`src/core/igmp_filter_pkg.sv`:
```
`default_nettype none
package igmp_filter_pkg;

  // --------------------------------------------------
  // clock and one-second tick
  // --------------------------------------------------
  localparam int CLK_MHZ = 32'hc8;
  localparam int TICK_PERIOD_MS = 32'h3e8;
  localparam int TICK_CYCLES = TICK_PERIOD_MS * 32'h3e8 * CLK_MHZ;

  // --------------------------------------------------
  // widths
  // --------------------------------------------------
  localparam int SEC_W = 16;
  localparam int TMR_W = 16;
  localparam int MT_W = TMR_W + 2;
  localparam int RSP_W = 8;
  localparam int GRP_W = 3;
  localparam int MAC_W = 48;
  localparam int LFSR_W = 16;

  // --------------------------------------------------
  // timer defaults, in seconds, and the LFSR seed
  // --------------------------------------------------
  localparam logic [TMR_W-1:0] MQI_DEF_S = 16'h007d;
  localparam logic [RSP_W-1:0] QRI_DEF_S = 8'h0a;
  localparam logic [RSP_W-1:0] PASSIVE_RND_MAX_S = 8'h03;
  localparam logic [RSP_W-1:0] JOIN_QRI_S = 8'h03;
  localparam logic [LFSR_W-1:0] LFSR_SEED = 16'hace1;

  // --------------------------------------------------
  // types
  // --------------------------------------------------
  typedef enum logic [2:0] {
    PK_NONE,
    PK_QUERY,
    PK_REPORT,
    PK_LEAVE,
    PK_DATA
  } pkt_kind_t;

  typedef struct packed {
    logic vld;
    pkt_kind_t kind;
    logic [GRP_W-1:0] grp;
    logic all_hosts;
    logic [RSP_W-1:0] resp_s;
    logic [MAC_W-1:0] src;
  } pkt_t;

  typedef struct packed {
    logic vld;
    logic fwd;
  } verdict_t;

  typedef struct packed {
    logic vld;
    logic leave;
    logic [GRP_W-1:0] grp;
  } up_msg_t;

  typedef struct packed {
    logic vld;
    logic general;
    logic [GRP_W-1:0] grp;
  } cpe_query_t;

  typedef struct packed {
    logic active;
    logic admin_up_block;
    logic admin_dn_block;
    logic ovr;
    logic [TMR_W-1:0] mqi_s;
    logic [RSP_W-1:0] qri_s;
  } cfg_t;

endpackage
`default_nettype wire

```
`src/core/igmp_filter.sv`:
```
`default_nettype none
module igmp_filter #(
  parameter int N_GROUPS = 8,
  parameter int N_ADDR = 1,
  parameter int TICK_CYCLES = igmp_filter_pkg::TICK_CYCLES
) (
  input wire logic I_MCLK,
  input wire logic I_RST,
  input wire igmp_filter_pkg::cfg_t I_CFG,
  input wire igmp_filter_pkg::pkt_t I_RF_PKT,
  input wire igmp_filter_pkg::pkt_t I_CPE_PKT,
  output var igmp_filter_pkg::verdict_t O_RF_VERDICT,
  output var igmp_filter_pkg::verdict_t O_CPE_VERDICT,
  output var igmp_filter_pkg::up_msg_t O_UP_MSG,
  output var igmp_filter_pkg::cpe_query_t O_CPE_QUERY
);

  localparam int GW = igmp_filter_pkg::GRP_W;
  localparam int MW = igmp_filter_pkg::MT_W;
  localparam int RW = igmp_filter_pkg::RSP_W;
  localparam int TW = igmp_filter_pkg::TMR_W;
  localparam int PW = 2 * RW + 1;
  localparam int AI_W = (N_ADDR > 1) ? $clog2(N_ADDR) : 1;

  if (N_GROUPS < 1 || N_GROUPS > (1 << GW) || N_ADDR < 1 || TICK_CYCLES < 2) begin
    $error("igmp_filter: unsupported parameter value");
  end
  // --------------------------------------------------
  // one-second tick and epoch
  // --------------------------------------------------
  logic [31:0] tick_cnt_q;
  logic tick;
  logic [igmp_filter_pkg::SEC_W-1:0] sec_q;
  assign tick = (tick_cnt_q == 32'(TICK_CYCLES - 1));
  always_ff @(posedge I_MCLK) begin
    if (I_RST) begin
      tick_cnt_q <= '0;
    end else if (tick) begin
      tick_cnt_q <= '0;
    end else begin
      tick_cnt_q <= tick_cnt_q + 32'h1;
    end
  end
  always_ff @(posedge I_MCLK) begin
    if (I_RST) begin
      sec_q <= '0;
    end else if (tick) begin
      sec_q <= sec_q + 16'h1;
    end
  end
  // --------------------------------------------------
  // packet classification
  // --------------------------------------------------
  logic active;
  logic rf_query, rf_rep, cpe_rep, cpe_leave;
  assign active = I_CFG.active;
  assign rf_query = I_RF_PKT.vld && I_RF_PKT.kind == igmp_filter_pkg::PK_QUERY;
  assign rf_rep = I_RF_PKT.vld && I_RF_PKT.kind == igmp_filter_pkg::PK_REPORT;
  assign cpe_rep = I_CPE_PKT.vld && I_CPE_PKT.kind == igmp_filter_pkg::PK_REPORT;
  assign cpe_leave = I_CPE_PKT.vld && I_CPE_PKT.kind == igmp_filter_pkg::PK_LEAVE;
  // --------------------------------------------------
  // query interval learning
  // --------------------------------------------------
  logic q_seen_q;
  logic [igmp_filter_pkg::SEC_W-1:0] last_q_q;
  logic [TW-1:0] mqi_q, gap, mqi_eff;
  logic [RW-1:0] qri_q, qri_eff;
  logic [MW-1:0] memb_int;
  assign gap = sec_q - last_q_q;
  always_ff @(posedge I_MCLK) begin
    if (I_RST) begin
      q_seen_q <= 1'b0;
      last_q_q <= '0;
      mqi_q <= igmp_filter_pkg::MQI_DEF_S;
    end else if (rf_query && !active) begin
      q_seen_q <= 1'b1;
      last_q_q <= sec_q;
      if (q_seen_q) begin
        mqi_q <= (gap > igmp_filter_pkg::MQI_DEF_S) ? gap : igmp_filter_pkg::MQI_DEF_S;
      end
    end
  end
  always_ff @(posedge I_MCLK) begin
    if (I_RST) begin
      qri_q <= igmp_filter_pkg::QRI_DEF_S;
    end else if (rf_query) begin
      qri_q <= (I_RF_PKT.resp_s == '0) ? igmp_filter_pkg::QRI_DEF_S : I_RF_PKT.resp_s;
    end
  end
  assign mqi_eff = (I_CFG.ovr && I_CFG.mqi_s != '0) ? I_CFG.mqi_s : mqi_q;
  assign qri_eff = (I_CFG.ovr && I_CFG.qri_s != '0) ? I_CFG.qri_s : qri_q;
  assign memb_int = MW'({mqi_eff, 1'b0}) + MW'(qri_eff);
  // --------------------------------------------------
  // random delay source
  // --------------------------------------------------
  logic [igmp_filter_pkg::LFSR_W-1:0] lfsr_q;
  always_ff @(posedge I_MCLK) begin
    if (I_RST) begin
      lfsr_q <= igmp_filter_pkg::LFSR_SEED;
    end else begin
      lfsr_q <= {lfsr_q[14:0], lfsr_q[15] ^ lfsr_q[13] ^ lfsr_q[12] ^ lfsr_q[10]};
    end
  end
  // product scaling keeps the result inside 0..mx without a divider
  function automatic logic [RW-1:0] scale(input logic [RW-1:0] rnd, input logic [RW-1:0] mx);
    logic [PW-1:0] p;
    p = PW'(rnd) * (PW'(mx) + PW'(1));
    return p[2*RW-1:RW];
  endfunction
  // --------------------------------------------------
  // per-group state
  // --------------------------------------------------
  logic [MW-1:0] memb_q [N_GROUPS];
  logic [RW-1:0] rnd_q [N_GROUPS];
  logic [N_GROUPS-1:0] hold_q, supp_q, member, gnt;
  logic exp_any, rf_member;
  logic [GW-1:0] exp_idx;
  // a leave owns the upstream slot; expiries simply wait a cycle
  always_comb begin
    exp_any = 1'b0;
    exp_idx = '0;
    for (int g = N_GROUPS - 1; g >= 0; g--) begin
      member[g] = memb_q[g] != '0;
      if (hold_q[g] && rnd_q[g] == '0) begin
        exp_any = 1'b1;
        exp_idx = GW'(g);
      end
    end
    for (int g = 0; g < N_GROUPS; g++) begin
      gnt[g] = exp_any && !cpe_leave && exp_idx == GW'(g);
    end
  end
  assign rf_member = (int'(I_RF_PKT.grp) < N_GROUPS) && member[I_RF_PKT.grp];
  always_ff @(posedge I_MCLK) begin
    if (I_RST) begin
      for (int g = 0; g < N_GROUPS; g++) begin
        memb_q[g] <= '0;
      end
    end else begin
      for (int g = 0; g < N_GROUPS; g++) begin
        if (cpe_rep && I_CPE_PKT.grp == GW'(g)) begin
          memb_q[g] <= memb_int;
        end else if (cpe_leave && I_CPE_PKT.grp == GW'(g)) begin
          memb_q[g] <= (memb_q[g] > MW'(qri_eff)) ? MW'(qri_eff) : memb_q[g];
        end else if (tick && memb_q[g] != '0) begin
          memb_q[g] <= memb_q[g] - MW'(1);
        end
      end
    end
  end

  always_ff @(posedge I_MCLK) begin
    if (I_RST) begin
      hold_q <= '0;
      for (int g = 0; g < N_GROUPS; g++) begin
        rnd_q[g] <= '0;
      end
    end else begin
      for (int g = 0; g < N_GROUPS; g++) begin
        if (gnt[g]) begin
          hold_q[g] <= 1'b0;
        end else if (hold_q[g] && rf_rep && I_RF_PKT.grp == GW'(g)) begin
          hold_q[g] <= 1'b0;
        end else if (!hold_q[g] && cpe_rep && I_CPE_PKT.grp == GW'(g) && !(active && supp_q[g])) begin
          hold_q[g] <= 1'b1;
          rnd_q[g] <= scale(lfsr_q[RW-1:0],
                            active ? igmp_filter_pkg::JOIN_QRI_S : igmp_filter_pkg::PASSIVE_RND_MAX_S);
        end else if (!hold_q[g] && active && member[g] && rf_query
                     && (I_RF_PKT.all_hosts || I_RF_PKT.grp == GW'(g))) begin
          hold_q[g] <= 1'b1;
          rnd_q[g] <= scale(lfsr_q[RW-1:0], qri_eff);
        end else if (hold_q[g] && tick && rnd_q[g] != '0) begin
          rnd_q[g] <= rnd_q[g] - RW'(1);
        end
      end
    end
  end

  always_ff @(posedge I_MCLK) begin
    if (I_RST) begin
      supp_q <= '0;
    end else begin
      for (int g = 0; g < N_GROUPS; g++) begin
        if (active && member[g] && rf_rep && I_RF_PKT.grp == GW'(g)) begin
          supp_q[g] <= 1'b1;
        end else if (rf_query && (I_RF_PKT.all_hosts || I_RF_PKT.grp == GW'(g))) begin
          supp_q[g] <= 1'b0;
        end else if (cpe_leave && I_CPE_PKT.grp == GW'(g)) begin
          supp_q[g] <= 1'b0;
        end
      end
    end
  end

  // --------------------------------------------------
  // upstream messages
  // --------------------------------------------------
  // only reports and leaves, never queries
  always_ff @(posedge I_MCLK) begin
    if (I_RST) begin
      O_UP_MSG <= '0;
    end else if (cpe_leave) begin
      O_UP_MSG.vld <= 1'b1;
      O_UP_MSG.leave <= 1'b1;
      O_UP_MSG.grp <= I_CPE_PKT.grp;
    end else if (exp_any) begin
      O_UP_MSG.vld <= 1'b1;
      O_UP_MSG.leave <= 1'b0;
      O_UP_MSG.grp <= exp_idx;
    end else begin
      O_UP_MSG <= '0;
    end
  end
  // --------------------------------------------------
  // customer-side querier
  // --------------------------------------------------
  logic [TW-1:0] qry_tmr_q;
  logic gen_due;
  assign gen_due = active && qry_tmr_q == '0 && !cpe_leave;
  always_ff @(posedge I_MCLK) begin
    if (I_RST) begin
      qry_tmr_q <= '0;
    end else if (!active) begin
      qry_tmr_q <= '0;
    end else if (gen_due) begin
      qry_tmr_q <= mqi_eff;
    end else if (tick && qry_tmr_q != '0) begin
      qry_tmr_q <= qry_tmr_q - TW'(1);
    end
  end

  always_ff @(posedge I_MCLK) begin
    if (I_RST) begin
      O_CPE_QUERY <= '0;
    end else if (active && cpe_leave) begin
      O_CPE_QUERY.vld <= 1'b1;
      O_CPE_QUERY.general <= 1'b0;
      O_CPE_QUERY.grp <= I_CPE_PKT.grp;
    end else if (gen_due) begin
      O_CPE_QUERY.vld <= 1'b1;
      O_CPE_QUERY.general <= 1'b1;
      O_CPE_QUERY.grp <= '0;
    end else begin
      O_CPE_QUERY <= '0;
    end
  end
  // --------------------------------------------------
  // customer source address table
  // --------------------------------------------------
  logic [igmp_filter_pkg::MAC_W-1:0] addr_q [N_ADDR];
  logic [N_ADDR-1:0] addr_v_q;
  logic addr_hit, free_any;
  logic [AI_W-1:0] free_idx;
  always_comb begin
    addr_hit = 1'b0;
    free_any = 1'b0;
    free_idx = '0;
    for (int a = N_ADDR - 1; a >= 0; a--) begin
      if (addr_v_q[a] && addr_q[a] == I_CPE_PKT.src) begin
        addr_hit = 1'b1;
      end
      if (!addr_v_q[a]) begin
        free_any = 1'b1;
        free_idx = AI_W'(a);
      end
    end
  end
  always_ff @(posedge I_MCLK) begin
    if (I_RST) begin
      addr_v_q <= '0;
      for (int a = 0; a < N_ADDR; a++) begin
        addr_q[a] <= '0;
      end
    end else if (I_CPE_PKT.vld && !addr_hit && free_any) begin
      addr_v_q[free_idx] <= 1'b1;
      addr_q[free_idx] <= I_CPE_PKT.src;
    end
  end
  // --------------------------------------------------
  // forwarding verdicts
  // --------------------------------------------------
  always_ff @(posedge I_MCLK) begin
    if (I_RST) begin
      O_RF_VERDICT <= '0;
    end else begin
      O_RF_VERDICT.vld <= I_RF_PKT.vld;
      case (I_RF_PKT.kind)
        igmp_filter_pkg::PK_QUERY: begin
          // all-hosts queries pass in passive mode
          O_RF_VERDICT.fwd <= !active && I_RF_PKT.all_hosts && !I_CFG.admin_dn_block;
        end
        igmp_filter_pkg::PK_DATA: begin
          O_RF_VERDICT.fwd <= (I_RF_PKT.all_hosts || rf_member) && !I_CFG.admin_dn_block;
        end
        default: begin
          // reports and leaves stay on coax side
          O_RF_VERDICT.fwd <= 1'b0;
        end
      endcase
    end
  end
  always_ff @(posedge I_MCLK) begin
    if (I_RST) begin
      O_CPE_VERDICT <= '0;
    end else begin
      O_CPE_VERDICT.vld <= I_CPE_PKT.vld;
      case (I_CPE_PKT.kind)
        igmp_filter_pkg::PK_DATA: begin
          // upstream unless admin-blocked or a new source finds the address table full
          O_CPE_VERDICT.fwd <= !I_CFG.admin_up_block && (addr_hit || free_any);
        end
        default: begin
          // queries dropped; reports go through the hold path
          O_CPE_VERDICT.fwd <= 1'b0;
        end
      endcase
    end
  end
endmodule
`default_nettype wire

```
`config.mk`:
```
export PLATFORM = sky130hd
export DESIGN_NAME = igmp_filter
export DESIGN_NICKNAME = d
export VERILOG_FILES = /design/src/core/igmp_filter_pkg.sv /design/src/core/igmp_filter.sv
export SDC_FILE = /design/constraint.sdc
export NUM_CORES = 1
export LEC_CHECK = 0
export BUFFER_PORTS_ARGS = -buffer_cell sky130_fd_sc_hd__buf_4
export CAP_MARGIN = 25
export CORE_MARGIN = 3
export CORE_UTILIZATION = 55
export CTS_BUF_LIST = sky130_fd_sc_hd__clkbuf_8
export DETAILED_ROUTE_END_ITERATION = 16
export PLACE_DENSITY = 0.73
export SYNTH_ARGS = -nofsm -noshare
export SYNTH_HDL_FRONTEND = slang
export SYNTH_SLANG_ARGS = --single-unit
```
`constraint.sdc`:
```
create_clock -name I_MCLK -period 11.35 [get_ports I_MCLK]
set_input_delay 2.27 -clock I_MCLK [delete_from_list [all_inputs] [get_ports I_MCLK]]
set_output_delay 2.27 -clock I_MCLK [all_outputs]
set_load 0.03 [all_outputs]
```
==> results of run 1 <==
[cells in the final DEF (no fill, tap or decap), types with 17 or more instances in the layout]
cell,synthesis,layout
or2_2,22,22
nor4_1,37,36
ha_1,129,129
a31oi_1,25,24
nand2b_1,34,34
or3_1,30,30
a21o_1,44,43
edfxtp_1,256,256
a21oi_1,189,189
nor3_1,69,69
dfxtp_1,152,152
nand4_1,56,56
o21ai_0,94,93
and3_1,75,75
and2_1,73,73
or4_1,26,26
nor2_1,275,275
fa_1,42,42
clkbuf_8,0,91
nand2_1,269,269
nand3b_1,17,17
o32ai_1,22,22
xor2_1,114,111
o22ai_1,110,110
nor2b_1,30,29
mux2i_1,19,19
xnor2_1,188,187
a211oi_1,27,27
buf_4,1,144
inv_1,131,152
nand3_1,63,63
[layout make-up]
| class | instances | area share |
|---|---|---|
| Antenna cell | 5 | 0.000411 |
| Timing Repair Buffer | 152 | 0.0397 |
| Tap cell | 656 | 0.0270 |
| Sequential cell | 408 | 0.353 |
| Clock inverter | 46 | 0.00819 |
| Multi-Input combinational cell | 2299 | 0.514 |
| Inverter | 136 | 0.0169 |
| Clock buffer | 91 | 0.0412 |
[sequential cells by signal (all words and copies together) (netlist names), 5 cells and up]
name         cells
addr_q          48
supp_q           8
tick_cnt_q      32
lfsr_q          16
last_q_q        16
sec_q           16
rnd_q           64
O_UP_MSG         5
qry_tmr_q       16
O_CPE_QUERY      5
memb_q         144
mqi_q           16
qri_q            8
hold_q           8
[metrics by stage]
stage               hold WS, ns  power, W
floorplan                 0.389   0.00222
global placement          0.392   0.00251
detailed placement        0.404   0.00254
CTS                       0.420   0.00395
global route              0.438   0.00412
finish                    0.412   0.00396
[metal layers]
metal	GRT usage	routed length, um
met1	0.375	31700
met3	0.0669	7150
met2	0.475	36600
met5	0	0
met4	0.151	4140
[power by group through the flow]
stage / clock (W) / combinational (W) / sequential [W]
global placement: 0 / 0.000791 / 0.00172
CTS: 0.00144 / 0.000821 / 0.00170
finish: 0.00142 / 0.000843 / 0.00170
global route: 0.00151 / 0.000911 / 0.00170
detailed placement: 0 / 0.000817 / 0.00173
floorplan: 0 / 0.000511 / 0.00171
[final timing paths]
path	start	to	slack, ns
setup / recovery	I_CFG[0]	rnd_q[1][23]	2.28
hold / removal	lfsr_q[14]	lfsr_q[15]	0.41
setup reg to reg	qri_q[1]	rnd_q[1][23]	4.15
hold reg to reg	lfsr_q[14]	lfsr_q[15]	0.41
[synthesized netlist by cell type (8+ instances only)]
master	n	area [um^2]
nand2b_1	34	213
ha_1	129	1610
o32ai_1	22	193
a211oi_1	27	203
and2_1	73	457
mux2i_1	19	190
nand4_1	56	350
a21oi_1	189	946
o22ai_1	110	688
dfxtp_1	152	3040
nor2b_1	30	188
mux2_2	11	124
a22oi_1	12	90.1
xnor2_1	188	1650
and3_1	75	469
nand3b_1	17	128
o211ai_1	8	60.1
and4_1	10	87.6
a31oi_1	25	156
a21o_1	44	330
nor3_1	69	345
nor2_1	275	1030
edfxtp_1	256	7690
clkbuf_1	95	357
nand2_1	269	1010
o31ai_1	15	113
o21ai_0	94	470
or2_2	22	138
fa_1	42	841
nor4_1	37	231
nor3b_1	14	105
xor2_1	114	998
or3_1	30	188
or4_1	26	195
o21a_1	13	97.6
inv_1	131	492
nand3_1	63	315
[cells by family (layout without fill, tap and decap cells)]
logic type      Yosys count  after routing  synth area share
compound gates          651            651             0.155
xor+xnor                305            305            0.0993
fa+ha+maj               179            179            0.0931
buf+inv                 246            425            0.0348
flops                   408            408             0.394
mux                      33             33            0.0137
other cells               0              5                 0
simple gates           1131           1131             0.211
==> impl_metrics.json, run 1 <==
{
  "p_comb_frac": 0.213,
  "final_util": 0.629,
  "cts_max_level": 3,
  "status": "complete, no violations",
  "cts_setup_buffers": 0,
  "critPathSlowestCell": "xnor2_2",
  "finClkSkew_ns": 0.0422,
  "cts-root-buf": "clkbuf_8",
  "tritoncts": "done",
  "worstPathArrival_ns": 9.43,
  "detail_route.vias_per_cell": 6.28,
  "io_buffers": 114,
  "p_clk_frac": 0.358,
  "slew_viol_final": 0,
  "critPathMaxStageDelay_ns": 0.58,
  "clk_pin_slew_ns": 0.06,
  "setup_violations": 0,
  "setup-tns-final_ns": 0,
  "final_hold_viol_count": 0,
  "ios": 172,
  "seq_area_frac_synth": 0.394,
  "dr.pass1.iters": 6,
  "min_path_type": "register to register",
  "totalWireLength_um": 79600,
  "postSynthAreaPerCell_um2": 9.23,
  "cts.repair.resized": 0,
  "cts_hold_buf": 0,
  "path_class": "primary input to register",
  "synth.distinct_cells": 99,
  "power_density_nw_per_um2": 130,
  "grt_pass1_wl_um": 125000,
  "p_sw_w": 0.00124,
  "stdcell_area_um2": 30400,
  "pre_cts_ws_ns": 1.74,
  "synthFlopType": "edfxtp_1",
  "grt_max_degree": 82,
  "grtUsageTotal": 0.295,
  "crit_required_ns": 11.71,
  "numCtsBuffers": 76,
  "die_w_um": 229,
  "fin_cells": 3793,
  "gr-total-overflow": 0,
  "core_area_um2": 48300,
  "whs_path_depth": 1,
  "nNetsFinal": 3402,
  "dpl.cell_count": 3646,
  "multi_input_area_um2": 15600,
  "dr_total_vias": 23800,
  "yosysWarnings": 0,
  "cts_buffer_depth": 3,
  "cp.depth": 23,
  "startpoint_type": "primary input",
  "critPathBufInv": 3,
  "grt_setup_unrepaired": "false",
  "p_leak_nw": 11.7,
  "relSlewSlack": 0.174,
  "ir_drop_uv": 147,
  "crit_chain": "buf_4 -> or4_4 -> o21ai_4 -> nand2_1 -> nand2_2 -> inv_2 -> nor3_1 -> nand2_1 -> xnor2_1 -> nand2_1 -> fa_1 -> fa_1 -> inv_1 -> fa_1 -> fa_1 -> ha_1 -> and3_1 -> nand3_1 -> a221o_1 -> a211oi_1 -> o41ai_1 -> xnor2_2 -> o22ai_1",
  "synth_fp_nets": 3282,
  "crit_path_frequent_cell": "fa_1",
  "end_kind": "register",
  "n_fill_cell": 4123,
  "worst_pin_slew_ns": 1.23,
  "p_int_w": 0.00272,
  "initial_core_util": 0.564,
  "antenna_found_initial": 1,
  "hpwl_um": 56200,
  "setup_ws_ns": 2.28,
  "antenna_left": 0,
  "drive_gt1_frac": 0.108,
  "crit_fanout": 16,
  "crit_family": "adder cells",
  "synth-seq-cells": 408,
  "dieArea_um2": 52300,
  "grt_pass1_vias": 23500,
  "async_flop_share": 0,
  "rows": 80,
  "syn_area_um2": 27300,
  "area.growth.synth_to_final_pct": 11.6,
  "synth_edf_count": 256,
  "die_h_um": 229,
  "drc": 0,
  "synthCells": 2953,
  "switching_share": 0.313,
  "register_area_um2": 10700,
  "period_share": 0.799,
  "finalCriticalPeriod_ns": 9.07,
  "clk-insertion-delay-late_ns": 0.66,
  "power_frac_seq": 0.429,
  "fmax_ghz": 0.110,
  "r2r_cells": 20,
  "gp_congestion": 0.951,
  "initialDrtViolationCount": 2354,
  "clock_sinks": 408,
  "drv_cap": 0,
  "placed_area_um2": 28800,
  "post_drt_wl_per_cell_um": 21.0
}
Power figures use the tool's default switching activity.
==> run 2, diff against run 1 <==
--- a/config.mk
+++ b/config.mk
@@ -5,6 +5,7 @@
 export SDC_FILE = /design/constraint.sdc
 export NUM_CORES = 1
 export LEC_CHECK = 0
+export ABC_AREA = 1
 export BUFFER_PORTS_ARGS = -buffer_cell sky130_fd_sc_hd__buf_4
 export CAP_MARGIN = 25
 export CORE_MARGIN = 3
==> constraint.sdc (replaced) <==
create_clock -name I_MCLK -period 8.5 [get_ports I_MCLK]
set_input_delay 1.7 -clock I_MCLK [delete_from_list [all_inputs] [get_ports I_MCLK]]
set_output_delay 1.7 -clock I_MCLK [all_outputs]
set_load 0.03 [all_outputs]
==> run 2 against run 1 <==
Effect of this change: count of clock-buffer cells in the layout shrank 9; clock power increased by 28%; via count is 20% higher; global-route usage increased by 0.070 points; synthesized cell count grew 40%; utilization shrank 1.1 points; cell count increased by 34%; largest cell class unchanged; worst setup slack lost 1.3 ns; power up 38%; highest routed layer unchanged; flip-flop and latch count unchanged; register-to-register slack lost 1.8 ns; combinational power is 64% higher.
==> impl_metrics.json, run 2 <==
{
  "status": "complete, no violations",
  "min-delay-start": "lfsr_q[11]",
  "crit_required_ns": 8.92,
  "period_share": 0.887,
  "finalCriticalPeriod_ns": 7.54,
  "synth-seq-cells": 408,
  "initial_core_util": 0.562,
  "critPathMaxStageDelay_ns": 0.54,
  "antenna_found_initial": 2,
  "grt_pass1_wl_um": 140000,
  "clk-insertion-delay-late_ns": 0.70,
  "tritoncts": "done",
  "cts_hold_buf": 0,
  "cts_buffer_depth": 3,
  "synth.most_common_cell": "nand2_1",
  "post_drt_wl_per_cell_um": 17.4,
  "whs_path_depth": 2,
  "die_h_um": 242,
  "largest_reg_flops": 144,
  "drive_gt1_frac": 0.109,
  "gp_congestion": 0.976,
  "clock_sinks": 408,
  "cts.repair.resized": 0,
  "critPathSlowestCell": "fa_1",
  "top_regs": "memb_q x144, rnd_q x64, addr_q x48",
  "syn_area_um2": 30600,
  "synth_top_area_frac": 0.251,
  "drv_cap": 0,
  "synth_top_cell_by_area": "edfxtp_1",
  "slew_viol_final": 0,
  "cts_max_level": 3,
  "startpoint_type": "primary input",
  "largest-register": "memb_q",
  "path_class": "primary input to register",
  "cts_setup_buffers": 0,
  "grt_pass1_vias": 26700,
  "dpl.cell_count": 4949,
  "clk_pin_slew_ns": 0.05,
  "io_buffers": 114,
  "antenna_left": 0,
  "worstPathArrival_ns": 7.96,
  "finClkSkew_ns": 0.0442,
  "totalWireLength_um": 88800,
  "grtUsageTotal": 0.296,
  "synthFlopType": "edfxtp_1",
  "detail_route.vias_per_cell": 5.63,
  "crit_family": "adder cells",
  "rows": 85,
  "drc": 0,
  "postSynthAreaPerCell_um2": 7.39,
  "crit_fanout": 16,
  "grt_max_degree": 64,
  "critPathBufInv": 5,
  "gr-total-overflow": 0,
  "yosysWarnings": 0,
  "dr.pass1.iters": 6,
  "synth_fp_nets": 4472,
  "fmax_ghz": 0.133,
  "power.total_w": 0.00546,
  "worst_pin_slew_ns": 1.04,
  "synth_edf_count": 256,
  "core_area_um2": 54500,
  "setup-tns-final_ns": 0,
  "reg2reg_to": "rnd_q[0][14]",
  "min_path_type": "register to register",
  "setup_violations": 0,
  "synth.distinct_cells": 74,
  "grt_setup_unrepaired": "false",
  "p_leak_nw": 15.2,
  "nNetsFinal": 4617,
  "final_util": 0.618,
  "async_flop_share": 0,
  "crit_path_frequent_cell": "fa_1",
  "n_fill_cell": 5157,
  "seq_area_frac_synth": 0.351,
  "dr_total_vias": 28700,
  "r2r_slack_ns": 2.37,
  "area.growth.synth_to_final_pct": 10.0,
  "synth_commonest_cells": "nand2_1 (850), inv_1 (586), nor2_1 (518), edfxtp_1 (256), nand3_1 (242)",
  "dieArea_um2": 58500,
  "ys_top_cells_by_area": "edfxtp_1 (25%), nand2_1 (10%), dfxtp_1 (9.9%)",
  "min_to": "lfsr_q[12]",
  "final_hold_viol_count": 0,
  "r2r_cells": 22,
  "hpwl_um": 64900,
  "synthCells": 4143,
  "ios": 172,
  "end_kind": "register",
  "final_common_cell": "nand2_1",
  "numCtsBuffers": 75,
  "ir_drop_uv": 143,
  "relSlewSlack": 0.304,
  "r2r_start": "qri_q[0]",
  "cts-root-buf": "clkbuf_8",
  "power_density_nw_per_um2": 162,
  "die_w_um": 242,
  "final_cell_mix": "nand2_1 (850), inv_1 (616), nor2_1 (518)",
  "fin_cells": 5092,
  "initialDrtViolationCount": 2878
}
[run 2: area by class of cell]
type	instances	area [um^2]	area share
Multi-Input combinational cell	3019	17100	0.508
Sequential cell	408	10700	0.319
Inverter	642	2410	0.0716
Clock buffer	82	1130	0.0335
Timing Repair Buffer	142	1080	0.0322
Tap cell	739	925	0.0275
Clock inverter	57	290	0.00862
Antenna cell	3	7.51	0.000223
[run 2: logic make-up after synthesis]
kind of cell | count (synthesis) | synth area share
flops | 408 | 0.351
compound gates | 605 | 0.113
simple gates | 2037 | 0.306
buf+inv | 716 | 0.0912
xor+xnor | 206 | 0.0592
fa+ha+maj | 171 | 0.0802
[run 2: metrics by stage]
stage,worst slack [ns],hold slack [ns],area [um^2]
2_1_floorplan,1.09,0.388,30600
3_3_place_gp,0.381,0.394,32200
3_5_place_dp,0.343,0.398,32200
4_1_cts,1.04,0.412,33700
5_1_grt,0.579,0.428,33700
6_report,0.959,0.407,33700
[run 2: report_power, final]
group / switching (W) / total, W / internal (W)
clock: 0.000914 / 0.00182 / 0.000906
sequential: 0.0000635 / 0.00226 / 0.00219
combinational: 0.000961 / 0.00138 / 0.000419
total: 0.00194 / 0.00546 / 0.00352
[run 2: tightest hold or removal path: stages (launching register included)]
cell	delay [ns]
dfxtp_1	0.30
inv_1	0.04
nor2_1	0.03
[run 2: worst max-delay path by stage]
stage	start	end	cells after the start
after detailed placement	I_CFG[4]	rnd_q[1][6]	26
after global placement	I_CFG[4]	rnd_q[0][22]	26
final	I_CFG[4]	rnd_q[0][14]	26
after CTS	I_CFG[4]	rnd_q[0][22]	26
after global routing	I_CFG[4]	rnd_q[0][30]	26
after floorplan	I_CFG[7]	rnd_q[0][14]	25
[run 2: metal layers]
layer  vias to the layer above  global-route usage  wire length, um
li1                      14000                   -                -
met1                     13200               0.410            38100
met2                      1232               0.460            39000
met3                       220              0.0531             8370
met4                         0               0.121             3390
met5                         -                   0                0
